[config.mk]
export PLATFORM = sky130hd
export DESIGN_NAME = timer_top
export DESIGN_NICKNAME = d
export VERILOG_FILES = /design/src/hdl/timer_pkg.sv /design/src/hdl/timer_prescaler.sv /design/src/hdl/timer_top.sv
export SDC_FILE = /design/constraint.sdc
export NUM_CORES = 1
export LEC_CHECK = 0
export BUFFER_PORTS_ARGS = -buffer_cell sky130_fd_sc_hd__buf_4
export CORE_MARGIN = 10
export CORE_UTILIZATION = 32
export DETAILED_ROUTE_END_ITERATION = 8
export PLACE_DENSITY = 0.52
export SLEW_MARGIN = 25
export SYNTH_ARGS = -nofsm -noshare
export SYNTH_HDL_FRONTEND = slang
export SYNTH_SLANG_ARGS = --single-unit
[constraint.sdc]
create_clock -name pclk -period 2.45 [get_ports pclk]
set_input_delay 0.49 -clock pclk [delete_from_list [all_inputs] [get_ports pclk]]
set_output_delay 0.49 -clock pclk [all_outputs]
set_load 0.01 [all_outputs]
[src/hdl/timer_pkg.sv]
// Constants for the 8-bit prescaled compare timer and its APB register map.
// Assumes a 32-bit APB with byte addresses and one aligned word per register.
// Functional notes
// (RULE1) Clock select: 0 stops, n divides by 2^(n-1)
// (RULE2) Stop code acts as timer enable
// (RULE3) PWM B: counter clears cycle after C match
// (RULE4) B output mode: off, toggle, clear, set
// (RULE5) Pins driven only when direction bit set
// (RULE6) Force B applies B action, no flag
// (RULE7) Force B uses mode bits written together
// (RULE8) Force B reads zero, ignored in PWM B
// (RULE9) Force A likewise for A pin
// (RULE10) Prescaler reset keeps counter, self clears, reads zero
// (RULE11) Counter is 8-bit read/write up counter
// (RULE12) Counter write lands 1.5 or 1 cycles later; sync mode takes 2 cycles here
// (RULE13) Match only when counting, not on write
// (RULE14) A match sets A flag after delay
// (RULE15) B match sets B flag after delay
// (RULE16) Clear-on-top clears counter on C match
// (RULE17) A flag, enable, global bit: vector 003
// (RULE18) B flag, enable, global bit: vector 009
// (RULE19) Compare registers A, B, C read/write
// (RULE20) Mask bit 7 reads zero
// (RULE21) Async enable picks fast source, else core
// (RULE22) Everything resets to zero, timer halted
package timer_pkg;
    localparam logic [7:0] ADDR_MAIN_CTRL = 8'h00;
    localparam logic [7:0] ADDR_GEN_CTRL  = 8'h04;
    localparam logic [7:0] ADDR_COUNTER   = 8'h08;
    localparam logic [7:0] ADDR_CMP_A     = 8'h0c;
    localparam logic [7:0] ADDR_CMP_B     = 8'h10;
    localparam logic [7:0] ADDR_CMP_C     = 8'h14;
    localparam logic [7:0] ADDR_IRQ_MASK  = 8'h18;
    localparam logic [7:0] ADDR_FLAGS     = 8'h1c;

    // Main control fields
    localparam int BIT_CTC    = 7;
    localparam int BIT_PWM_A  = 6;
    localparam int COM_A_LO   = 4;
    localparam int CS_LO      = 0;
    // General control fields
    localparam int BIT_PWM_B  = 6;
    localparam int COM_B_LO   = 4;
    localparam int BIT_FOC_B  = 3;
    localparam int BIT_FOC_A  = 2;
    localparam int BIT_PSR    = 1;
    // Mask and flag fields
    localparam int BIT_IRQ_A  = 6;
    localparam int BIT_IRQ_B  = 5;

    localparam logic [1:0] MODE_OFF    = 2'h0;
    localparam logic [1:0] MODE_TOGGLE = 2'h1;
    localparam logic [1:0] MODE_CLEAR  = 2'h2;
    localparam logic [1:0] MODE_SET    = 2'h3;

    localparam logic [3:0] CS_STOP     = 4'h0;
    localparam int         PRESCALE_W  = 14;

    // Counter write latency in whole cycles (1.5 rounds up in sync mode)
    localparam logic [1:0] LOAD_WAIT_SYNC  = 2'h2;
    localparam logic [1:0] LOAD_WAIT_ASYNC = 2'h1;

    localparam logic [7:0] VECTOR_CMP_A = 8'h03;
    localparam logic [7:0] VECTOR_CMP_B = 8'h09;
    localparam logic [7:0] VECTOR_NONE  = 8'h00;
    localparam logic [7:0] COUNT_ONE    = 8'h01;
    localparam logic [7:0] ZERO_8       = 8'h00;
endpackage : timer_pkg

[src/hdl/timer_prescaler.sv]
// Prescaler: divides the selected source enable by 2^(code-1).
// Assumes src_tick is a one-cycle enable synchronous to pclk.
`timescale 1ns/1ns
`default_nettype none
module timer_prescaler
    import timer_pkg::*;
(
    input  wire logic       pclk,
    input  wire logic       presetn,
    input  wire logic       src_tick,
    input  wire logic       clear,
    input  wire logic [3:0] cs,
    output logic            tick
);
    typedef struct packed {
        logic [PRESCALE_W-1:0] count;
        logic                  tick;
    } pre_state_t;

    pre_state_t s_reg;
    pre_state_t s_next;

    function automatic logic [PRESCALE_W-1:0] div_mask(input logic [3:0] code);
        logic [PRESCALE_W:0] one_hot;
        one_hot = '0;
        one_hot[code - 4'h1] = 1'b1;
        div_mask = one_hot[PRESCALE_W-1:0] - 14'h0001;
    endfunction : div_mask

    always_comb begin
        s_next = s_reg;
        s_next.tick = 1'b0;
        if (clear) begin
            s_next.count = '0;                                          // RULE10
        end else if (src_tick) begin
            s_next.count = s_reg.count + 14'h0001;
            if (cs != CS_STOP) begin                                    // RULE2
                s_next.tick = (s_reg.count & div_mask(cs)) == div_mask(cs); // RULE1
            end
        end
    end

    always_ff @(posedge pclk or negedge presetn) begin
        if (!presetn) begin
            s_reg <= '0;
        end else begin
            s_reg <= s_next;
        end
    end

    assign tick = s_reg.tick;
endmodule : timer_prescaler
`default_nettype wire

[src/hdl/timer_top.sv]
// Timer core: 8-bit up counter, three compare registers, pins, APB slave.
// Assumes synchronous inputs; fast_source_tick is a pclk-synchronous enable.
//
// The APB slave port and the register addresses were left to the implementer.
`timescale 1ns/1ns
`default_nettype none
module timer_top
    import timer_pkg::*;
(
    input  wire logic        pclk,
    input  wire logic        presetn,
    input  wire logic        psel,
    input  wire logic        penable,
    input  wire logic        pwrite,
    input  wire logic [7:0]  paddr,
    input  wire logic [31:0] pwdata,
    output logic [31:0]      prdata,
    output logic             pready,
    output logic             pslverr,
    input  wire logic        async_source_enable,
    input  wire logic        fast_source_tick,
    input  wire logic        global_irq_enable,
    input  wire logic        dir_a,
    input  wire logic        dir_b,
    output logic             compare_a_pin,
    output logic             compare_a_pin_oe,
    output logic             compare_b_pin,
    output logic             compare_b_pin_oe,
    output logic             compare_b_pin_n,
    output logic             compare_b_pin_n_oe,
    output logic             irq_compare_a,
    output logic             irq_compare_b,
    output logic [7:0]       irq_vector
);
    typedef struct packed {
        logic        ctc;
        logic        pwm_a;
        logic [1:0]  com_a;
        logic [3:0]  cs;
        logic        pwm_b;
        logic [1:0]  com_b;
        logic        psr;
        logic [7:0]  cnt;
        logic [7:0]  ocr_a;
        logic [7:0]  ocr_b;
        logic [7:0]  ocr_c;
        logic        ie_a;
        logic        ie_b;
        logic        flag_a;
        logic        flag_b;
        logic [7:0]  load_val;
        logic [1:0]  load_wait;
        logic        top_clear;
        logic        match_a_d;
        logic        match_b_d;
        logic        pin_a;
        logic        pin_b;
        logic        pin_b_n;
        logic        oe_a;
        logic        oe_b;
        logic        oe_b_n;
        logic        irq_a;
        logic        irq_b;
        logic [7:0]  irq_vec;
        logic        pready;
        logic        pslverr;
        logic [31:0] prdata;
    } state_t;

    state_t s_reg;
    state_t s_next;
    logic   tick;
    logic   src_tick;
    logic   [7:0] inc;
    logic   match_a;
    logic   match_b;
    logic   match_c;
    logic   acc;
    logic   wr;

    // Non-PWM compare action
    function automatic logic pin_action(input logic [1:0] mode, input logic cur);
        unique case (mode)
            MODE_TOGGLE: pin_action = ~cur;
            MODE_CLEAR:  pin_action = 1'b0;
            MODE_SET:    pin_action = 1'b1;
            MODE_OFF:    pin_action = cur;
        endcase
    endfunction : pin_action

    // PWM level: set mode sets on match, others clear on match; all flip back at one
    function automatic logic pwm_level(input logic [1:0] mode, input logic hit,
                                       input logic at_one, input logic cur);
        if (hit) begin
            pwm_level = (mode == MODE_SET);
        end else if (at_one) begin
            pwm_level = (mode != MODE_SET);
        end else begin
            pwm_level = cur;
        end
    endfunction : pwm_level

    assign src_tick = async_source_enable ? fast_source_tick : 1'b1; // RULE21

    timer_prescaler u_prescaler (
        .pclk     (pclk),
        .presetn  (presetn),
        .src_tick (src_tick),
        .clear    (s_reg.psr),
        .cs       (s_reg.cs),
        .tick     (tick)
    );

    assign inc     = s_reg.cnt + COUNT_ONE;
    // A load or a pending top clear owns the counter, so neither can match
    assign acc     = tick && (s_reg.load_wait == 2'h0) && !s_reg.top_clear;
    assign match_a = acc && (inc == s_reg.ocr_a); // RULE13
    assign match_b = acc && (inc == s_reg.ocr_b); // RULE13
    assign match_c = acc && (inc == s_reg.ocr_c); // RULE13
    // Write takes effect on the edge where pready is seen high
    assign wr      = psel && penable && pwrite && s_reg.pready;

    always_comb begin
        s_next = s_reg;
        s_next.psr = 1'b0;                                               // RULE10
        s_next.match_a_d = match_a;
        s_next.match_b_d = match_b;

        // Counter
        s_next.top_clear = match_c && (s_reg.ctc || s_reg.pwm_a || s_reg.pwm_b); // RULE16 RULE3
        if (s_reg.top_clear) begin
            s_next.cnt = ZERO_8;                                         // RULE3 RULE16
        end else if (s_reg.load_wait == 2'h1) begin
            s_next.cnt = s_reg.load_val;                                 // RULE12
            s_next.load_wait = 2'h0;
        end else if (s_reg.load_wait != 2'h0) begin
            s_next.load_wait = s_reg.load_wait - 2'h1;
        end else if (acc) begin
            s_next.cnt = inc;                                            // RULE11
        end

        // Flags land two cycles after the match, one cycle after the counter reaches the compare value
        if (s_reg.match_a_d) begin
            s_next.flag_a = 1'b1;                                        // RULE14
        end else if (wr && paddr == ADDR_FLAGS && pwdata[BIT_IRQ_A]) begin
            s_next.flag_a = 1'b0;
        end
        if (s_reg.match_b_d) begin
            s_next.flag_b = 1'b1;                                        // RULE15
        end else if (wr && paddr == ADDR_FLAGS && pwdata[BIT_IRQ_B]) begin
            s_next.flag_b = 1'b0;
        end

        // Pins on match
        if (s_reg.pwm_a) begin
            s_next.pin_a = pwm_level(s_reg.com_a, match_a, acc && inc == COUNT_ONE, s_reg.pin_a);
        end else if (match_a) begin
            s_next.pin_a = pin_action(s_reg.com_a, s_reg.pin_a);
        end
        if (s_reg.pwm_b) begin
            s_next.pin_b = pwm_level(s_reg.com_b, match_b, acc && inc == COUNT_ONE, s_reg.pin_b);
        end else if (match_b) begin
            s_next.pin_b = pin_action(s_reg.com_b, s_reg.pin_b);         // RULE4
        end

        // Register writes
        if (wr) begin
            unique case (paddr)
                ADDR_MAIN_CTRL: begin
                    s_next.ctc   = pwdata[BIT_CTC];
                    s_next.pwm_a = pwdata[BIT_PWM_A];
                    s_next.com_a = pwdata[COM_A_LO +: 2];
                    s_next.cs    = pwdata[CS_LO +: 4];                   // RULE1 RULE2
                end
                ADDR_GEN_CTRL: begin
                    s_next.pwm_b = pwdata[BIT_PWM_B];
                    s_next.com_b = pwdata[COM_B_LO +: 2];
                    s_next.psr   = pwdata[BIT_PSR];                      // RULE10
                    if (pwdata[BIT_FOC_B] && !pwdata[BIT_PWM_B]) begin   // RULE8
                        s_next.pin_b = pin_action(pwdata[COM_B_LO +: 2], s_reg.pin_b); // RULE6 RULE7
                    end
                    if (pwdata[BIT_FOC_A] && !s_reg.pwm_a) begin
                        s_next.pin_a = pin_action(s_reg.com_a, s_reg.pin_a); // RULE9
                    end
                end
                ADDR_COUNTER: begin
                    s_next.load_val  = pwdata[7:0];
                    s_next.load_wait = async_source_enable ? LOAD_WAIT_ASYNC
                                                           : LOAD_WAIT_SYNC; // RULE12
                end
                ADDR_CMP_A: s_next.ocr_a = pwdata[7:0];                  // RULE19
                ADDR_CMP_B: s_next.ocr_b = pwdata[7:0];                  // RULE19
                ADDR_CMP_C: s_next.ocr_c = pwdata[7:0];                  // RULE19
                ADDR_IRQ_MASK: begin
                    s_next.ie_a = pwdata[BIT_IRQ_A];
                    s_next.ie_b = pwdata[BIT_IRQ_B];
                end
                default: begin
                end
            endcase
        end

        // Pin drive follows direction bit and mode
        s_next.oe_a   = dir_a && (s_next.com_a != MODE_OFF);             // RULE5
        s_next.oe_b   = dir_b && (s_next.com_b != MODE_OFF);             // RULE5
        s_next.oe_b_n = dir_b && s_next.pwm_b && (s_next.com_b == MODE_TOGGLE); // RULE5
        s_next.pin_b_n = ~s_next.pin_b;

        // Interrupt requests, A has priority for the vector
        s_next.irq_a = s_reg.flag_a && s_reg.ie_a && global_irq_enable;  // RULE17
        s_next.irq_b = s_reg.flag_b && s_reg.ie_b && global_irq_enable;  // RULE18
        s_next.irq_vec = s_next.irq_a ? VECTOR_CMP_A
                       : s_next.irq_b ? VECTOR_CMP_B : VECTOR_NONE;

        // APB: one wait state, answer registered
        s_next.pready  = psel && penable && !s_reg.pready;
        s_next.pslverr = 1'b0;
        s_next.prdata  = '0;
        if (psel && penable && !s_reg.pready) begin
            unique case (paddr)
                ADDR_MAIN_CTRL: s_next.prdata[7:0] = {s_reg.ctc, s_reg.pwm_a,
                                                      s_reg.com_a, s_reg.cs};
                ADDR_GEN_CTRL:  s_next.prdata[7:0] = {1'b0, s_reg.pwm_b, s_reg.com_b,
                                                      4'h0};             // RULE8 RULE10
                ADDR_COUNTER:   s_next.prdata[7:0] = s_reg.cnt;          // RULE11
                ADDR_CMP_A:     s_next.prdata[7:0] = s_reg.ocr_a;
                ADDR_CMP_B:     s_next.prdata[7:0] = s_reg.ocr_b;
                ADDR_CMP_C:     s_next.prdata[7:0] = s_reg.ocr_c;
                ADDR_IRQ_MASK:  s_next.prdata[7:0] = {1'b0, s_reg.ie_a,
                                                      s_reg.ie_b, 5'h00}; // RULE20
                ADDR_FLAGS:     s_next.prdata[7:0] = {1'b0, s_reg.flag_a,
                                                      s_reg.flag_b, 5'h00};
                default:        s_next.pslverr = 1'b1;
            endcase
        end
    end

    always_ff @(posedge pclk or negedge presetn) begin
        if (!presetn) begin
            s_reg <= '0;                                                 // RULE22
        end else begin
            s_reg <= s_next;
        end
    end

    assign prdata             = s_reg.prdata;
    assign pready             = s_reg.pready;
    assign pslverr            = s_reg.pslverr;
    assign compare_a_pin      = s_reg.pin_a;
    assign compare_a_pin_oe   = s_reg.oe_a;
    assign compare_b_pin      = s_reg.pin_b;
    assign compare_b_pin_oe   = s_reg.oe_b;
    assign compare_b_pin_n    = s_reg.pin_b_n;
    assign compare_b_pin_n_oe = s_reg.oe_b_n;
    assign irq_compare_a      = s_reg.irq_a;
    assign irq_compare_b      = s_reg.irq_b;
    assign irq_vector         = s_reg.irq_vec;
endmodule : timer_top
`default_nettype wire

==> reports/results.tsv <==
stage	metric	value	unit
status	status	complete, but fails checks	
status	violations	setup timing	
clock_network	h-tree-depth	3	
die	rows	47	
synth	async_flop_share	100	%
synth	syn_area_per_cell	10.2	um2
sta	hold_violations	0	
synth	yosysUniqueCellTypes	71	
cells_and_area	final_nets	658	
setup_path	critPathSlowestCell	dfrtp_2	
setup_path	worstPathMaxFanout	5	
synth	syn_area	5470	um2
detailed_routing	drc	0	
sta	fin_ws	-10.0	ps
die	die_h	151	um
flow_run	cap_violations	0	
sta	setup_viol	1	
synth	ys.flop_type	dfrtp_1	
detailed_routing	dr.first_iter.drc_count	319	
clock_network	clock_path_buffers	2	
detailed_routing	num_vias	4146	
sta	period_minus_slack	2460	ps
setup_path	path_class	register to register	
synth	synth_top_area_share	44.0	%
global_routing	antenna_found_initial	0	
die	initial_core_util	32.8	%
synth	ys_ff_latch	96	
global_routing	grt_pass1_wl	22.7	mm
synth	synth_edf_count	0	
cells_and_area	area_delta_synth_final	19.3	%
clock_network	clock_sinks	96	
setup_path	required	2750	ps
placement	gp_congestion	0.885	
sta	fmax	406	MHz
placement	portBuffers	46	
synth	ys_warn_count	0	
sta	slew_violations	0	
die	die_area	22700	um2
power_and_ir_drop	p_per_area	527	nW/um2
detailed_routing	wirelength	14.4	mm
setup_path	max_stage_delay	460	ps
sta	slew_headroom	56.5	%
cells_and_area	largest_reg_flops	61	
power_and_ir_drop	leakagePower	3.01	nW
cells_and_area	drive_gt1_share	30.5	%
synth	synth_area_leader_cell	dfrtp_1	
global_routing	grt_usage	12.6	%
detailed_routing	wire_per_inst	17.3	um
synth	netlist_instances	535	
global_routing	grt_max_degree	47	
power_and_ir_drop	peakVddDrop	331	uV
sta	period_share	100	%
detailed_routing	drtPass1Iterations	6	
sta	rsz0062_at_grt	yes	
setup_path	end_kind	register	
setup_path	crit_arrival	2760	ps
clock_network	clkTransAtPathRegs	70	ps
synth	ys_seq_area_share	44.0	%
setup_path	crit_chain	inv_2 > ha_4 > xor2_1 > nor3_4 > o311ai_1 > or4_4 > nor3_4 > mux2i_2 > mux2_4	
die	die_w	151	um
die	ios	100	
clock_network	ctsHoldBuffers	0	
cells_and_area	mostFrequentLayoutCells	dfrtp_1 (91), buf_4 (90), nand2_1 (48)	
worst_hold_path	hp-class	primary input to async pin	
cells_and_area	final_common_cell	dfrtp_1	
placement	dp_hpwl	10.8	mm
setup_path	cpMostUsedCell	nor3_4	
power_and_ir_drop	p_total	3.43	mW
sta	clock_skew	5.50	ps
die	core_area	16600	um2
clock_network	numCtsBuffers	9	
clock_network	clk_latency	350	ps
clock_network	cts_tree	done	
sta	worstMarginPinSlew	650	ps
cells_and_area	n_antenna_cell	0	
detailed_routing	vias_per_cell	5.00	
synth	synthTopCellsByArea	dfrtp_1 (44%), mux2_2 (7.0%), buf_4 (5.5%)	
detailed_routing	ant_nets	0	
global_routing	grt_pass1_vias	4221	
clock_network	cts-root-buf	clkbuf_16	
setup_path	cp-start-kind	register	
placement	place_ws	-245	ps
global_routing	grt_overflow_total	0	
## path summary, 6_finish.rpt
check	start	end	slack, ps	depth (start not counted)
max in group asynchronous	presetn	s_reg[93]	1710	2
max reg2reg	s_reg[92]	compare_b_pin_n	-10	9
min reg2reg	s_reg[51]	s_reg[64]	430	1
min	presetn	u_prescaler.s_reg[7]	40	1
max	s_reg[92]	compare_b_pin_n	-10	9
min in group pclk	async_source_enable	s_reg[54]	340	2
## area by class of cell
cell class / count / area [um2]
Clock buffer: 10 / 239
Fill cell: 1625 / 10100
Multi-Input combinational cell: 398 / 2820
Clock inverter: 6 / 45.0
Tap cell: 220 / 275
Sequential cell: 96 / 2410
Timing Repair Buffer: 91 / 696
Inverter: 8 / 30.0
## stage by stage
stage | hold slack, ps | util, % | area [um2] | TNS, ps | instances
3_3_place_gp | 410 | 36.7 | 6100 | -1280 | 811
4_1_cts | 43.4 | 38.6 | 6420 | -106 | 830
2_1_floorplan | 194 | - | 5580 | -63.6 | 563
5_1_grt | 68.4 | 39.2 | 6520 | -256 | 829
3_5_place_dp | 415 | 36.7 | 6100 | -1780 | 811
6_report | 45.0 | 39.2 | 6520 | -10.0 | 829
## repair_timing
action / in CTS / in global routing
setup endpoints to repair: 3 / 4
resized for setup: 3 / 22
pin swaps: 3 / 2
buffers inserted: 3 / 0
cloned: 0 / 0
## cells in the mapped netlist (5+ instances only)
cell type	n
a21oi_1	24
nand2_1	48
nand3_1	9
nor3_1	14
inv_1	7
and3_1	5
nand2b_1	7
a22oi_1	11
mux2_1	7
buf_6	6
mux2_2	34
nor4_1	6
a222oi_1	5
mux2i_1	10
clkbuf_1	11
xor2_1	21
buf_4	40
nand4_1	9
xnor2_1	17
nor2b_1	7
dfrtp_1	96
o21ai_0	28
nor2_1	41
## worst max-delay path: cells and delay by family (launching register included)
family	cells	cell delay [ps]
buffers and inverters	1	90
XOR/XNOR	1	180
AO/OA/AOI/OAI	1	120
multiplexers	2	460
adder cells (fa/ha/maj)	1	200
AND/OR/NAND/NOR	3	890
flip-flops	1	460
## where the power goes
group / total [mW] / leakage, nW / switching (mW) / internal, mW
logic: 0.331 / 1.57 / 0.194 / 0.137
clock network: 1.36 / 0.131 / 0.638 / 0.718
registers: 1.75 / 1.31 / 0.0961 / 1.65
## cells by family (layout without fill, tap and decap cells)
family	count (synthesis)	count (layout)	share of synthesized area (%)
muxes	54	54	11.5
xor gates and xnor gates	40	40	6.69
and+or+nand+nor	176	176	17.3
other	1	29	0.0686
adders and majority gates	4	4	0.916
DFF	96	96	44.0
buffers and inverters	69	115	8.49
AOI/OAI and AO/OA	95	95	11.1
## routing by layer
layer | global-route usage (%) | routed length [um] | vias to the layer above
met5 | 0 | 0 | -
met4 | 4.19 | 170 | 0
met3 | 2.58 | 714 | 11
met2 | 20.8 | 7130 | 99
met1 | 16.2 | 6360 | 2066
li1 | - | - | 1970
(Power assumes the default switching activity.)
